## src/verilog/tkt_pkg.sv

```systemverilog
/*
 * Shared constants and types for the transmit key timers block:
 * tick timing, setting step sizes, limits and the state record.
 * Assumes a single 250 MHz system clock and an active-low async reset.
 */
package tkt_pkg;

    // ****************************************************************
    // Clock and tick timing
    // ****************************************************************
    localparam int unsigned CLK_MHZ      = 250;            // System clock rate
    localparam int unsigned TICK_MS      = 20;             // Common timer tick period
    localparam int unsigned TICK_CYCLES  = TICK_MS * 1000 * CLK_MHZ;
    localparam int unsigned TICK_CNT_W   = 32;

    // ****************************************************************
    // Setting steps and limits, in milliseconds and seconds
    // ****************************************************************
    localparam int unsigned TAIL_STEP_MS   = 100;          // Coarse tail step
    localparam int unsigned FINE_STEP_MS   = 20;           // Fine tail and timeout step
    localparam int unsigned TAIL_MAX_S     = 5;
    localparam int unsigned TO_STEP_S      = 10;           // Timeout step
    localparam int unsigned TO_MAX_S       = 300;
    localparam int unsigned LO_STEP_S      = 10;           // Lockout step
    localparam int unsigned LO_MAX_S       = 60;

    // ****************************************************************
    // The same figures as tick counts
    // ****************************************************************
    localparam int unsigned CNT_W = 14;
    localparam logic [CNT_W-1:0] TAIL_STEP_TICKS = CNT_W'(TAIL_STEP_MS / TICK_MS);
    localparam logic [CNT_W-1:0] FINE_STEP_TICKS = CNT_W'(FINE_STEP_MS / TICK_MS);
    localparam logic [CNT_W-1:0] TO_STEP_TICKS   = CNT_W'(TO_STEP_S * 1000 / TICK_MS);
    localparam logic [CNT_W-1:0] LO_STEP_TICKS   = CNT_W'(LO_STEP_S * 1000 / TICK_MS);
    localparam logic [CNT_W-1:0] TAIL_MAX_TICKS  = CNT_W'(TAIL_MAX_S * 1000 / TICK_MS);
    localparam logic [CNT_W-1:0] TO_MAX_TICKS    = CNT_W'(TO_MAX_S * 1000 / TICK_MS);
    localparam logic [CNT_W-1:0] LO_MAX_TICKS    = CNT_W'(LO_MAX_S * 1000 / TICK_MS);

    // ****************************************************************
    // State record
    // ****************************************************************
    typedef enum logic [2:0] {
        TKT_IDLE,
        TKT_KEYED,
        TKT_TAIL,
        TKT_LOCKOUT,
        TKT_WAIT_RELEASE
    } tkt_state_t;

    typedef struct packed {
        tkt_state_t       state;
        logic [CNT_W-1:0] tx_cnt;        // Ticks of the current transmission
        logic [CNT_W-1:0] ph_cnt;        // Ticks in tail or lockout
        logic             tx_enable;
        logic             lockout_active;
        logic             timed_out;
    } tkt_st_t;

    localparam tkt_st_t TKT_RESET_ST = '{state: TKT_IDLE, default: '0};

endpackage

```

## src/verilog/tkt_tick_gen.sv

```systemverilog
/*
 * Periodic tick generator: one-cycle pulse every TICK_CYCLES clocks.
 * Assumes the system clock and async active-low reset of the timers.
 */
module tkt_tick_gen #(
    parameter int unsigned TICK_CYCLES = tkt_pkg::TICK_CYCLES
) (
    // Clock and reset
    input  wire logic clk,
    input  wire logic resetn,
    // Tick out
    output logic      tick
);

    typedef struct packed {
        logic [tkt_pkg::TICK_CNT_W-1:0] cnt;
        logic                           tick;
    } tkt_tick_st_t;

    tkt_tick_st_t st;
    tkt_tick_st_t next_st;

    // ****************************************************************
    // Divider
    // ****************************************************************
    // Counts down so the terminal test is a compare against zero
    always_comb
    begin
        next_st = st;
        next_st.tick = 1'b0;
        if (st.cnt == '0)
        begin
            next_st.cnt  = tkt_pkg::TICK_CNT_W'(TICK_CYCLES - 1);
            next_st.tick = 1'b1;
        end
        else
        begin
            next_st.cnt = st.cnt - 1'b1;
        end
    end

    always_ff @(posedge clk or negedge resetn)
    begin
        if (!resetn)
            st <= '0;
        else
            st <= next_st;
    end

    assign tick = st.tick;

endmodule // tkt_tick_gen

```

## src/verilog/tkt_timers.sv

```systemverilog
/*
 * Transmit key timers: tail, timeout and lockout timing of the
 * transmitter enable from an earthed (active-low) key line.
 * Assumes key and settings are synchronous to clk; settings are held
 * stable by configuration logic while in use.
 */

// Operation
// RULE_01: On key release keep transmitting for the tail time, then drop.
// RULE_02: Coarse tail setting spans 0 to 5 s in 100 ms steps.
// RULE_03: Timeout, 0 to 300 s in 10 s steps, ends a continuous transmission.
// RULE_04: After timeout, key must be released and asserted again to transmit.
// RULE_05: After timeout, key requests are ignored for the lockout period.
// RULE_06: When lockout has elapsed a fresh key enables the transmitter again.
// RULE_07: Fine mode sets tail and timeout in 20 ms steps.
// RULE_08: All timers count a common clock-derived tick and clear on reset.
module tkt_timers #(
    parameter int unsigned TICK_CYCLES = tkt_pkg::TICK_CYCLES
) (
    // Clock and reset
    input  wire logic                     clk,
    input  wire logic                     resetn,
    // Key line, low while earthed
    input  wire logic                     tx_key_n,
    // Settings
    input  wire logic                     fine_mode,
    input  wire logic [7:0]               tail_set,
    input  wire logic [tkt_pkg::CNT_W-1:0] timeout_set,
    input  wire logic [2:0]               lockout_set,
    // Status
    output logic                          tx_enable,
    output logic                          lockout_active,
    output logic                          timed_out
);

    localparam int unsigned W = tkt_pkg::CNT_W;

    tkt_pkg::tkt_st_t st;
    tkt_pkg::tkt_st_t next_st;
    logic             tick;
    logic             key;
    logic [W-1:0]     tail_ticks;
    logic [W-1:0]     timeout_ticks;
    logic [W-1:0]     lockout_ticks;
    logic             to_expired;

    // ****************************************************************
    // Tick source
    // ****************************************************************
    tkt_tick_gen #(
        .TICK_CYCLES (TICK_CYCLES)
    ) u_tick (
        .clk    (clk),
        .resetn (resetn),
        .tick   (tick)
    );

    // ****************************************************************
    // Setting decode
    // ****************************************************************
    // Out-of-range settings clamp to the largest legal time
    function automatic logic [W-1:0] to_ticks(
        input logic [W-1:0] steps,
        input logic [W-1:0] mult,
        input logic [W-1:0] lim
    );
        logic [2*W-1:0] p;
        p = steps * mult;
        if (p > {{W{1'b0}}, lim})
            to_ticks = lim;
        else
            to_ticks = p[W-1:0];
    endfunction

    assign key = ~tx_key_n;

    // Fine mode reinterprets the tail and timeout fields as 20 ms steps
    always_comb
    begin
        if (fine_mode)
        begin
            tail_ticks    = to_ticks(W'(tail_set), tkt_pkg::FINE_STEP_TICKS,
                                     tkt_pkg::TAIL_MAX_TICKS);              // RULE_07
            timeout_ticks = to_ticks(timeout_set, tkt_pkg::FINE_STEP_TICKS,
                                     tkt_pkg::TO_MAX_TICKS);                // RULE_07
        end
        else
        begin
            tail_ticks    = to_ticks(W'(tail_set), tkt_pkg::TAIL_STEP_TICKS,
                                     tkt_pkg::TAIL_MAX_TICKS);              // RULE_02
            timeout_ticks = to_ticks(timeout_set, tkt_pkg::TO_STEP_TICKS,
                                     tkt_pkg::TO_MAX_TICKS);                // RULE_03
        end
        lockout_ticks = to_ticks(W'(lockout_set), tkt_pkg::LO_STEP_TICKS,
                                 tkt_pkg::LO_MAX_TICKS);                    // RULE_05
    end

    // A zero timeout setting means no limit
    assign to_expired = (timeout_ticks != '0) && (st.tx_cnt >= timeout_ticks); // RULE_03

    // ****************************************************************
    // Keying state machine
    // ****************************************************************
    // Phases start on any clock, so each time is exact to one tick
    always_comb
    begin
        next_st = st;
        case (st.state)
            tkt_pkg::TKT_IDLE:
            begin
                if (key)
                begin
                    next_st.state  = tkt_pkg::TKT_KEYED;                    // RULE_06
                    next_st.tx_cnt = '0;
                end
            end
            tkt_pkg::TKT_KEYED, tkt_pkg::TKT_TAIL:
            begin
                // Tail time still counts toward the transmission limit
                if (tick)
                    next_st.tx_cnt = st.tx_cnt + 1'b1;                      // RULE_08
                if (to_expired)
                begin
                    next_st.ph_cnt = '0;
                    if (lockout_ticks != '0)
                        next_st.state = tkt_pkg::TKT_LOCKOUT;               // RULE_05
                    else
                        next_st.state = tkt_pkg::TKT_WAIT_RELEASE;          // RULE_04
                end
                else if (key)
                begin
                    next_st.state = tkt_pkg::TKT_KEYED;
                end
                else if (st.state == tkt_pkg::TKT_KEYED)
                begin
                    next_st.ph_cnt = '0;
                    if (tail_ticks != '0)
                        next_st.state = tkt_pkg::TKT_TAIL;                  // RULE_01
                    else
                        next_st.state = tkt_pkg::TKT_IDLE;
                end
                else if (st.ph_cnt >= tail_ticks)
                begin
                    next_st.state = tkt_pkg::TKT_IDLE;                      // RULE_01
                end
                else if (tick)
                begin
                    next_st.ph_cnt = st.ph_cnt + 1'b1;
                end
            end
            tkt_pkg::TKT_LOCKOUT:
            begin
                // Key is not looked at until the lockout has run out
                if (st.ph_cnt >= lockout_ticks)
                    next_st.state = tkt_pkg::TKT_WAIT_RELEASE;              // RULE_06
                else if (tick)
                    next_st.ph_cnt = st.ph_cnt + 1'b1;                      // RULE_05
            end
            tkt_pkg::TKT_WAIT_RELEASE:
            begin
                if (!key)
                    next_st.state = tkt_pkg::TKT_IDLE;                      // RULE_04
            end
            default:
            begin
                next_st.state = tkt_pkg::TKT_IDLE;
            end
        endcase
        // Outputs are decoded from the next state so they leave a flop
        next_st.tx_enable      = (next_st.state == tkt_pkg::TKT_KEYED) ||
                                 (next_st.state == tkt_pkg::TKT_TAIL);
        next_st.lockout_active = (next_st.state == tkt_pkg::TKT_LOCKOUT);
        next_st.timed_out      = (next_st.state == tkt_pkg::TKT_LOCKOUT) ||
                                 (next_st.state == tkt_pkg::TKT_WAIT_RELEASE);
    end

    always_ff @(posedge clk or negedge resetn)
    begin
        if (!resetn)
            st <= tkt_pkg::TKT_RESET_ST;                                    // RULE_08
        else
            st <= next_st;
    end

    assign tx_enable      = st.tx_enable;
    assign lockout_active = st.lockout_active;
    assign timed_out      = st.timed_out;
endmodule // tkt_timers

```

## config.mk

```make
export PLATFORM = sky130hd
export DESIGN_NAME = tkt_timers
export DESIGN_NICKNAME = d
export VERILOG_FILES = /design/src/verilog/tkt_pkg.sv /design/src/verilog/tkt_tick_gen.sv /design/src/verilog/tkt_timers.sv
export SDC_FILE = /design/constraint.sdc
export NUM_CORES = 1
export LEC_CHECK = 0
export ABC_AREA = 1
export BUFFER_PORTS_ARGS = -buffer_cell sky130_fd_sc_hd__buf_2
export CAP_MARGIN = 10
export CORE_ASPECT_RATIO = 1.25
export CORE_MARGIN = 5
export CORE_UTILIZATION = 50
export DETAILED_ROUTE_END_ITERATION = 7
export GPL_TIMING_DRIVEN = 0
export PLACE_DENSITY = 0.67
export SLEW_MARGIN = 20
export SYNTH_ARGS = -nofsm -noshare
export SYNTH_HDL_FRONTEND = slang
export SYNTH_HIERARCHICAL = 1
export SYNTH_SLANG_ARGS = --single-unit
```

## constraint.sdc

```tcl
create_clock -name clk -period 3.5 [get_ports clk]
set_clock_uncertainty 0.1 [all_clocks]
set_input_delay 0.7 -clock clk [delete_from_list [all_inputs] [get_ports clk]]
set_output_delay 0.7 -clock clk [all_outputs]
set_load 0.02 [all_outputs]
```

==> results.py, run 1 <==
metrics = {
    "power": {
        "p_leak_nw": 5.43,
        "seqPwrFrac": 0.127,
        "sw_frac_of_total": 0.501,
        "p_sw_mw": 3.79,
        "power_per_cell_area_nw_per_um2": 695,
        "pwr-share-clk": 0.104,
        "peakVddDrop_mv": 0.478,
        "p_total_mw": 7.56,
        "p_comb_frac": 0.769,
        "internal_power_mw": 3.77,
    },
    "timing": {
        "finalSetupViolCount": 20,
        "finalCritPeriodShare": 1.82,
        "fmax_mhz": 157,
        "fin_ws_ns": -2.85,
        "tightest_slew_ns": 0.886,
        "period_needed_ns": 6.35,
        "drv_slew": 0,
        "slew_headroom": 0.404,
        "setup_tns_ns": -55.63,
        "hold_viol": 0,
        "rsz0062_at_grt": "true",
        "timing.hold.ws_ns": 0.144,
    },
    "clock_tree": {
        "numCtsBuffers": 9,
        "insertion_delay_ns": 0.33,
        "cts_tree": "built",
        "cts_max_level": 3,
        "cts_buffer_depth": 2,
        "cts.clk_slew.worst_paths_ns": 0.05,
        "cts_sinks": 67,
        "cts_root_buf": "clkbuf_16",
    },
    "critical_path": {
        "crit_path_end": "st[15]",
        "critical_path.most_common_cell": "nand2_2",
        "end_kind": "flip-flop",
        "cp.arrival_ns": 6.47,
        "r2r_cells": 15,
        "critPathMaxFanout": 6,
        "worstSetupPathType": "input port to flip-flop",
        "required_ns": 3.62,
        "critical_path.startpoint": "timeout_set[1]",
        "critPathLaunchType": "input port",
        "r2r_setup_slack_ns": 0.44,
        "cp_slowest_cell": "fa_1",
        "r2r_start": "st[32]",
        "critPathMaxStageDelay_ns": 0.57,
        "worstReg2RegEnd": "st[29]",
    },
    "drt": {
        "drt_iter0_markers": 382,
        "viasPerCell": 5.24,
        "wire_per_inst_um": 14.2,
        "routed_wl_mm": 23.0,
        "vias": 8450,
        "drt_pass1_iterations": 5,
        "drc": 0,
        "ant_nets": 0,
    },
    "logic_synthesis": {
        "ys_seq_area_frac": 0.186,
        "post-synth-top-count-cell": "nand2_1",
        "synth_edf_count": 0,
        "syn_inst": 1285,
        "ys_ff_latch": 67,
        "ys.flop_type": "dfrtp_1",
        "async_reset_ff_frac": 1.00,
        "synth_commonest_cells": "nand2_1 (302), inv_1 (211), nor2_1 (168)",
        "yosys.cell_types.count": 57,
        "synth_area_leaders": "dfrtp_1 (19%), ha_1 (16%), nand2_1 (13%)",
        "synth_area_leader_cell": "dfrtp_1",
        "yosys_warnings": 6,
        "netlist.area_leader.share": 0.186,
        "avgSynthCellArea_um2": 7.00,
        "syn-cell-area_um2": 9000,
    },
    "global_route": {
        "grt_max_degree": 52,
        "antenna_found_initial": 0,
        "grt_pass1_wl_mm": 38.2,
        "grt_pass1_vias": 8387,
        "track_usage": 0.224,
        "grt-ovfl-total": 0,
    },
    "finish": {
        "area_growth_pct": 21.0,
        "antenna_cells": 0,
        "final_nets": 1581,
        "drive_gt1_frac": 0.209,
        "fin_cells": 1614,
    },
    "placed_design": {
        "port_buffers": 31,
        "dp.cells": 1543,
        "gp_congestion": 0.878,
        "dpl.hpwl_mm": 17.7,
    },
    "floorplanning": {
        "fp.dieArea_um2": 20800,
        "rows": 54,
        "core_area_um2": 17600,
        "die_w_um": 130,
        "die_h_um": 160,
        "start_util": 0.512,
        "io_pins": 32,
    },
    "run_status": {
        "status": "finished with violations",
        "violations": "setup timing",
    },
    "flow_run": {
        "cap_violations": 0,
    },
    "min_path": {
        "hp-class": "input port to async pin",
    },
}
==> per-layer routing <==
| layer | vias up | track usage | wire [µm] |
|---|---|---|---|
| li1 | 4269 | - | - |
| met1 | 3976 | 0.271 | 9480 |
| met2 | 159 | 0.408 | 12200 |
| met3 | 46 | 0.0311 | 767 |
| met4 | 0 | 0.0633 | 546 |
| met5 | - | 0 | 0 |
==> cell usage in the layout (no fill, tap or decap), drive strengths merged, types with 3 or more instances in the layout <==
master	Yosys	final
a21boi	3	3
a21oi	40	40
buf	8	95
clkbuf	6	19
clkinv	4	7
clkinvlp	0	10
conb	1	3
dfrtp	67	67
fa	51	51
ha	116	116
inv	220	210
nand2	323	323
nand3	83	83
nand3b	8	8
nand4	15	15
nor2	188	188
nor3	17	17
nor4	8	8
o211ai	4	4
o21ai	61	61
o22ai	3	3
o31ai	3	3
or2	5	5
xnor2	5	5
xor2	30	30
==> how the worst min path moves through the flow <==
| stage | from | endpoint | depth (start not counted) |
|---|---|---|---|
| CTS | resetn | st[10] | 1 |
| floorplan | resetn | lockout_active | 0 |
| global route | resetn | st[10] | 1 |
| detailed placement | u_tick/st[1] | u_tick/st[1] | 1 |
| finish | resetn | st[10] | 1 |
| global placement | u_tick/st[1] | u_tick/st[1] | 1 |
==> cells by family after synthesis <==
logic type	Yosys count	synth area share
and+or+nand+nor	650	0.321
buffers and inverters	238	0.103
adders and majority gates	167	0.275
AOI/OAI and AO/OA	127	0.0797
DFF	67	0.186
xor gates and xnor gates	35	0.0341
other	1	0.000417
==> stage by stage <==
| stage | util | setup WS, ns | cell area [µm²] |
|---|---|---|---|
| global route | 0.620 | -3.08 | 10900 |
| CTS | 0.597 | -2.70 | 10500 |
| detailed placement | 0.549 | -3.78 | 9640 |
| floorplan | - | -2.71 | 9180 |
| finish | 0.620 | -2.85 | 10900 |
| global placement | 0.547 | -3.72 | 9610 |
==> what timing repair did <==
item,in CTS,in global routing
endpoints found under the setup margin,20,20
hold buffers,0,0
pin swaps,65,45
gates cloned,1,0
setup buffers,40,14
endpoints found under the hold margin,0,0
gates resized for setup,80,82
==> registers in the layout, indices dropped and copies added, names as in the netlist <==
register,flops
u_tick/tick,1
timed_out,1
u_tick/st,32
tx_enable,1
lockout_active,1
st,31
==> worst max-delay path, delay by kind of cell <==
family                     cells  cell delay, ns
buffers and inverters         10            1.00
xor gates and xnor gates       1            0.19
adders and majority gates      6            2.69
and+or+nand+nor               16            1.18
AOI/OAI and AO/OA              7            0.68
==> power by group through the flow <==
stage	clock (mW)	sequential [mW]	combinational, mW
2_1_floorplan	0	0.946	3.22
3_5_place_dp	0	0.972	4.12
5_1_grt	0.853	0.970	6.38
3_3_place_gp	0	0.973	4.06
4_1_cts	0.813	0.960	5.06
6_report	0.786	0.960	5.82
==> final cells by class <==
class | count | area, µm²
tap | 224 | 280
timing repair buffer | 87 | 709
fill | 1610 | 6680
clock buffer | 13 | 240
buffer | 14 | 98.8
inverter | 224 | 887
multi-input combinational | 982 | 6980
clock inverter | 3 | 15.0
sequential | 67 | 1680
No activity file was read; power rests on OpenSTA's default activity.
==> run 2, diff against run 1 <==
--- a/config.mk
+++ b/config.mk
@@ -14,6 +14,7 @@
 export DETAILED_ROUTE_END_ITERATION = 7
 export GPL_TIMING_DRIVEN = 0
 export PLACE_DENSITY = 0.67
+export REMOVE_ABC_BUFFERS = 1
 export SLEW_MARGIN = 20
 export SYNTH_ARGS = -nofsm -noshare
 export SYNTH_HDL_FRONTEND = slang
==> run 2 against run 1 <==
Net effect: the flow still finishes with violations (setup timing); hold slack better by 0.088 ns; global-route usage shrank 0.34 points; worst setup slack lost 0.089 ns; combinational power fell by 13%; non-clock buffer count decreased by 30; first-iteration DRC count increased by 9.4%; final cell count is 1.5% lower; core utilization decreased by 0.61 points; register-to-register slack improved by 0.09 ns; sequential share of layout area up 0.15 points; die area is the same; critical path depth is 3 lower; critical path type unchanged; largest cell class unchanged; largest power group unchanged; highest routed layer unchanged.
==> results.py, run 2 (synthesis results as in run 1) <==
metrics = {
    "timing": {
        "tightest_slew_ns": 0.793,
        "finalCritPeriodShare": 1.84,
        "fin_ws_ns": -2.94,
        "hold_viol": 0,
        "period_needed_ns": 6.44,
        "timing.hold.ws_ns": 0.232,
        "fmax_mhz": 155,
        "slew_headroom": 0.468,
        "rsz0062_at_grt": "true",
        "drv_slew": 0,
        "finalSetupViolCount": 20,
    },
    "clock_tree": {
        "insertion_delay_ns": 0.34,
        "cts.clk_slew.worst_paths_ns": 0.06,
        "cts_max_level": 3,
        "cts_tree": "built",
        "numCtsBuffers": 9,
        "cts_root_buf": "clkbuf_16",
        "cts_buffer_depth": 2,
        "cts_sinks": 67,
    },
    "drt": {
        "viasPerCell": 5.21,
        "drt_iter0_markers": 418,
        "drc": 0,
        "drt_pass1_iterations": 6,
        "ant_nets": 0,
        "wire_per_inst_um": 13.8,
        "routed_wl_mm": 22.0,
        "vias": 8276,
    },
    "finish": {
        "layout_commonest_cell": "nand2_1",
        "top_regs": "u_tick/st x32, st x31",
        "antenna_cells": 0,
        "postLayoutCellArea_um2": 10800,
        "largest_reg_flops": 32,
        "final_cell_mix": "nand2_1 (261), inv_1 (193), nor2_1 (160)",
        "area_growth_pct": 19.8,
        "largest-register": "u_tick/st",
        "final_nets": 1556,
        "drive_gt1_frac": 0.201,
    },
    "power": {
        "p_leak_nw": 5.40,
        "power_per_cell_area_nw_per_um2": 646,
        "peakVddDrop_mv": 0.402,
    },
    "global_route": {
        "grt_pass1_vias": 8265,
        "track_usage": 0.220,
        "antenna_found_initial": 0,
        "grt_pass1_wl_mm": 37.8,
        "grt_max_degree": 39,
        "grt-ovfl-total": 0,
    },
    "critical_path": {
        "cp.arrival_ns": 6.57,
        "critPathMaxFanout": 6,
        "path_delay_family": "adder cells",
        "cp_num_buf_inv": 9,
        "critPathMaxStageDelay_ns": 0.54,
        "critPathLaunchType": "input port",
        "r2r_setup_slack_ns": 0.53,
        "cp_slowest_cell": "fa_1",
        "required_ns": 3.62,
        "end_kind": "flip-flop",
        "worstSetupPathType": "input port to flip-flop",
    },
    "floorplanning": {
        "die_h_um": 160,
        "die_w_um": 130,
        "io_pins": 32,
        "rows": 54,
        "start_util": 0.512,
        "core_area_um2": 17600,
        "fp.dieArea_um2": 20800,
    },
    "flow_run": {
        "cap_violations": 0,
    },
    "min_path": {
        "hp-class": "input port to async pin",
    },
    "placed_design": {
        "dpl.hpwl_mm": 17.0,
        "gp_congestion": 0.905,
        "postPlaceCellArea_um2": 9380,
        "port_buffers": 31,
    },
    "run_status": {
        "status": "finished with violations",
        "violations": "setup timing",
    },
}
[run 2: changes by cell type in the layout (fill, tap and decap cells not counted), sizes merged]
cell and change:
clkinvlp -1, inv +4, bufinv +1, buf -25, nand2 +2, clkbuf -6
[run 2: repair_timing]
item	4_1_cts	5_1_grt
hold buffers	0	0
setup endpoints to repair	20	21
pin swaps	63	39
resized for setup	141	54
buffers inserted	32	7
cloned	5	0
[run 2: metal layers]
layer | vias to the layer above | GRT usage | share of wire
met1 | 3861 | 0.263 | 0.42
met2 | 132 | 0.405 | 0.52
met5 | - | 0 | 0
li1 | 4227 | - | -
met3 | 56 | 0.0277 | 0.023
met4 | 0 | 0.0681 | 0.032
[run 2: worst reg2reg max path: stages, from the launching register on]
cell and delay [ns]:
dfrtp_1 0.44, nand2_1 0.10, inv_1 0.04, nor3_1 0.61
nand2_1 0.15, nand2_1 0.18, nand3_1 0.12, nor2_1 0.16
inv_1 0.06, nor2_1 0.16, nand2_1 0.09, nor3_1 0.27
nand2_1 0.12, inv_1 0.10, nand2_1 0.05, a21oi_1 0.15
[run 2: final cells by class]
type                       count  area, µm²
clock inverter                 4       47.5
fill                        1578       6790
sequential                    67       1680
multi-input combinational    984       7000
inverter                     224        890
clock buffer                  12        267
tap                          224        280
timing repair buffer          71        581
timing repair inverter         3       33.8
[run 2: path summary, 6_finish.rpt]
check	start	endpoint	cells after the start
max	timeout_set[4]	st[15]	37
min	resetn	st[4]	1
max reg2reg	st[32]	st[29]	15
min reg2reg	st[15]	st[15]	1
max in group asynchronous	resetn	u_tick/st[10]	2
min in group clk	st[15]	st[15]	1
[run 2: through the flow]
step	worst slack (ns)	TNS [ns]	instances	util	power (mW)
floorplan	-3.18	-61.15	1273	-	3.72
global placement	-4.23	-81.66	1528	0.533	4.48
detailed placement	-4.30	-83.12	1529	0.534	4.53
CTS	-2.76	-53.67	1582	0.601	6.69
global route	-3.29	-64.62	1589	0.614	7.61
finish	-2.94	-57.54	1589	0.614	6.96
[run 2: power by group]
| group | internal (mW) | total [mW] | switching [mW] | leakage, nW |
|---|---|---|---|---|
| Combinational | 1.96 | 5.06 | 3.10 | 4.37 |
| Sequential | 0.845 | 0.962 | 0.116 | 0.870 |
| Clock | 0.607 | 0.937 | 0.331 | 0.155 |
| Total | 3.41 | 6.96 | 3.55 | 5.40 |
==> run 3, diff against run 2 <==
--- a/config.mk
+++ b/config.mk
@@ -8,7 +8,7 @@
 export ABC_AREA = 1
 export BUFFER_PORTS_ARGS = -buffer_cell sky130_fd_sc_hd__buf_2
 export CAP_MARGIN = 10
-export CORE_ASPECT_RATIO = 1.25
+export CORE_ASPECT_RATIO = 0.6
 export CORE_MARGIN = 5
 export CORE_UTILIZATION = 50
 export DETAILED_ROUTE_END_ITERATION = 7
==> run 3 against run 2 <==
Net effect: the flow still finishes with violations (setup timing); routed wire length is 12% higher; die area is 0.34% higher; hold slack worse by 0.10 ns; sequential power is 1% higher; sequential share of layout area is 0.32 points lower; total power is 12% higher; clock power is 3.5% lower; global-route usage is 1.7 points higher; first-iteration DRC count is 75% higher; via count is 3.1% higher; critical endpoint unchanged; register-to-register slack worse by 0.13 ns; combinational power is 17% higher.
==> results.py, run 3 (synthesis results as in run 1) <==
metrics = {
    "clock_tree": {
        "cts.clk_slew.worst_paths_ns": 0.06,
        "insertion_delay_ns": 0.33,
        "numCtsBuffers": 9,
        "cts_root_buf": "clkbuf_16",
        "cts_buffer_depth": 2,
        "cts_max_level": 3,
        "cts_sinks": 67,
        "cts_tree": "built",
    },
    "power": {
        "pwr-share-clk": 0.116,
        "sw_frac_of_total": 0.509,
        "power_per_cell_area_nw_per_um2": 710,
        "peakVddDrop_mv": 0.499,
        "p_sw_mw": 3.98,
        "p_total_mw": 7.82,
        "seqPwrFrac": 0.125,
        "p_comb_frac": 0.760,
        "internal_power_mw": 3.84,
        "p_leak_nw": 5.48,
    },
    "finish": {
        "postLayoutCellArea_um2": 11000,
        "top_regs": "u_tick/st x32, st x31",
        "largest-register": "u_tick/st",
        "antenna_cells": 0,
        "final_util": 0.616,
        "largest_reg_flops": 32,
        "area_growth_pct": 22.4,
        "final_nets": 1573,
        "drive_gt1_frac": 0.211,
        "layout_commonest_cell": "nand2_1",
        "final_cell_mix": "nand2_1 (268), inv_1 (192), nor2_1 (155)",
    },
    "drt": {
        "drt_iter0_markers": 731,
        "drt_pass1_iterations": 6,
        "ant_nets": 0,
        "wl_met2_mm": 9.61,
        "vias": 8532,
        "wire_per_inst_um": 15.2,
        "routed_wl_mm": 24.6,
        "top_layer": "met4",
        "met3_length_mm": 2.08,
        "viasPerCell": 5.26,
        "drc": 0,
        "wl_met1_mm": 12.7,
    },
    "run_status": {
        "violations": "setup timing",
        "status": "finished with violations",
    },
    "floorplanning": {
        "die_w_um": 183,
        "die_h_um": 114,
        "core_area_um2": 17900,
        "rows": 38,
        "io_pins": 32,
        "fp.dieArea_um2": 20900,
        "start_util": 0.503,
    },
    "critical_path": {
        "cp.arrival_ns": 6.73,
        "critical_path.most_common_cell": "fa_1",
        "critPathMaxFanout": 8,
        "critPathMaxStageDelay_ns": 0.55,
        "required_ns": 3.61,
        "critPathLaunchType": "input port",
        "worstSetupPathType": "input port to flip-flop",
        "cp_slowest_cell": "fa_1",
        "end_kind": "flip-flop",
    },
    "placed_design": {
        "dpl.hpwl_mm": 18.4,
        "postPlaceCellArea_um2": 9410,
        "port_buffers": 31,
        "gp_congestion": 0.933,
    },
    "timing": {
        "fmax_mhz": 151,
        "finalSetupViolCount": 20,
        "fin_ws_ns": -3.11,
        "finalCritPeriodShare": 1.89,
        "setup_tns_ns": -60.94,
        "slew_headroom": 0.523,
        "rsz0062_at_grt": "true",
        "period_needed_ns": 6.61,
        "drv_slew": 0,
        "tightest_slew_ns": 0.711,
        "hold_viol": 0,
        "timing.hold.ws_ns": 0.129,
    },
    "global_route": {
        "grt-ovfl-total": 0,
        "grt_pass1_wl_mm": 40.3,
        "grt_max_degree": 54,
        "track_usage": 0.237,
        "grt_pass1_vias": 7972,
        "antenna_found_initial": 0,
    },
    "flow_run": {
        "cap_violations": 0,
    },
    "min_path": {
        "hp-class": "input port to async pin",
    },
}
-- run 3: layout make-up --
cell class | count | area, µm²
Multi-Input combinational cell | 983 | 7070
Clock inverter | 2 | 35.0
Clock buffer | 13 | 260
Sequential cell | 67 | 1680
Timing Repair inverter | 3 | 33.8
Inverter | 224 | 885
Timing Repair Buffer | 89 | 747
Fill cell | 1609 | 6870
Tap cell | 240 | 300
-- run 3: metal layers --
| layer | vias to the layer above | global-route usage |
|---|---|---|
| met1 | 3956 | 0.385 |
| met3 | 26 | 0.0532 |
| met5 | - | 0 |
| li1 | 4252 | - |
| met4 | 0 | 0.0313 |
| met2 | 298 | 0.324 |
-- run 3: what timing repair did --
item | in CTS | in global routing
pin swaps | 87 | 40
resized for setup | 164 | 48
buffers inserted | 46 | 11
cloned | 4 | 0
hold buffers | 0 | 0
setup endpoints to repair | 20 | 23
-- run 3: power by group through the flow --
stage | logic (mW) | clock network, mW | registers, mW
6_report | 5.94 | 0.904 | 0.973
2_1_floorplan | 2.78 | 0 | 0.946
4_1_cts | 5.31 | 0.926 | 0.965
3_5_place_dp | 3.63 | 0 | 0.976
5_1_grt | 6.45 | 0.957 | 0.983
3_3_place_gp | 3.57 | 0 | 0.976
-- run 3: final timing paths --
kind                                     start            to  slack, ns  cells past startpoint
worst max-delay path            timeout_set[7]        st[15]      -3.11                     37
worst min-delay path                    resetn        st[17]       0.13                      1
worst max register to register          st[32]        st[30]       0.40                     16
worst min register to register    u_tick/st[1]  u_tick/st[1]       0.39                      1
max in group asynchronous               resetn  u_tick/st[8]       2.64                      2
min in group clk                  u_tick/st[1]  u_tick/st[1]       0.39                      1
-- run 3: critical path, delay by kind of cell --
family,cells,cell delay (ns)
adders and majority gates,6,2.47
and+or+nand+nor,14,1.52
AOI/OAI and AO/OA,9,1.07
buffers and inverters,8,0.97
-- run 3: through the flow --
| stage | setup WS [ns] | instances |
|---|---|---|
| global route | -3.31 | 1621 |
| floorplan | -3.18 | 1273 |
| finish | -3.11 | 1621 |
| global placement | -4.45 | 1544 |
| detailed placement | -4.54 | 1545 |
| CTS | -2.91 | 1610 |
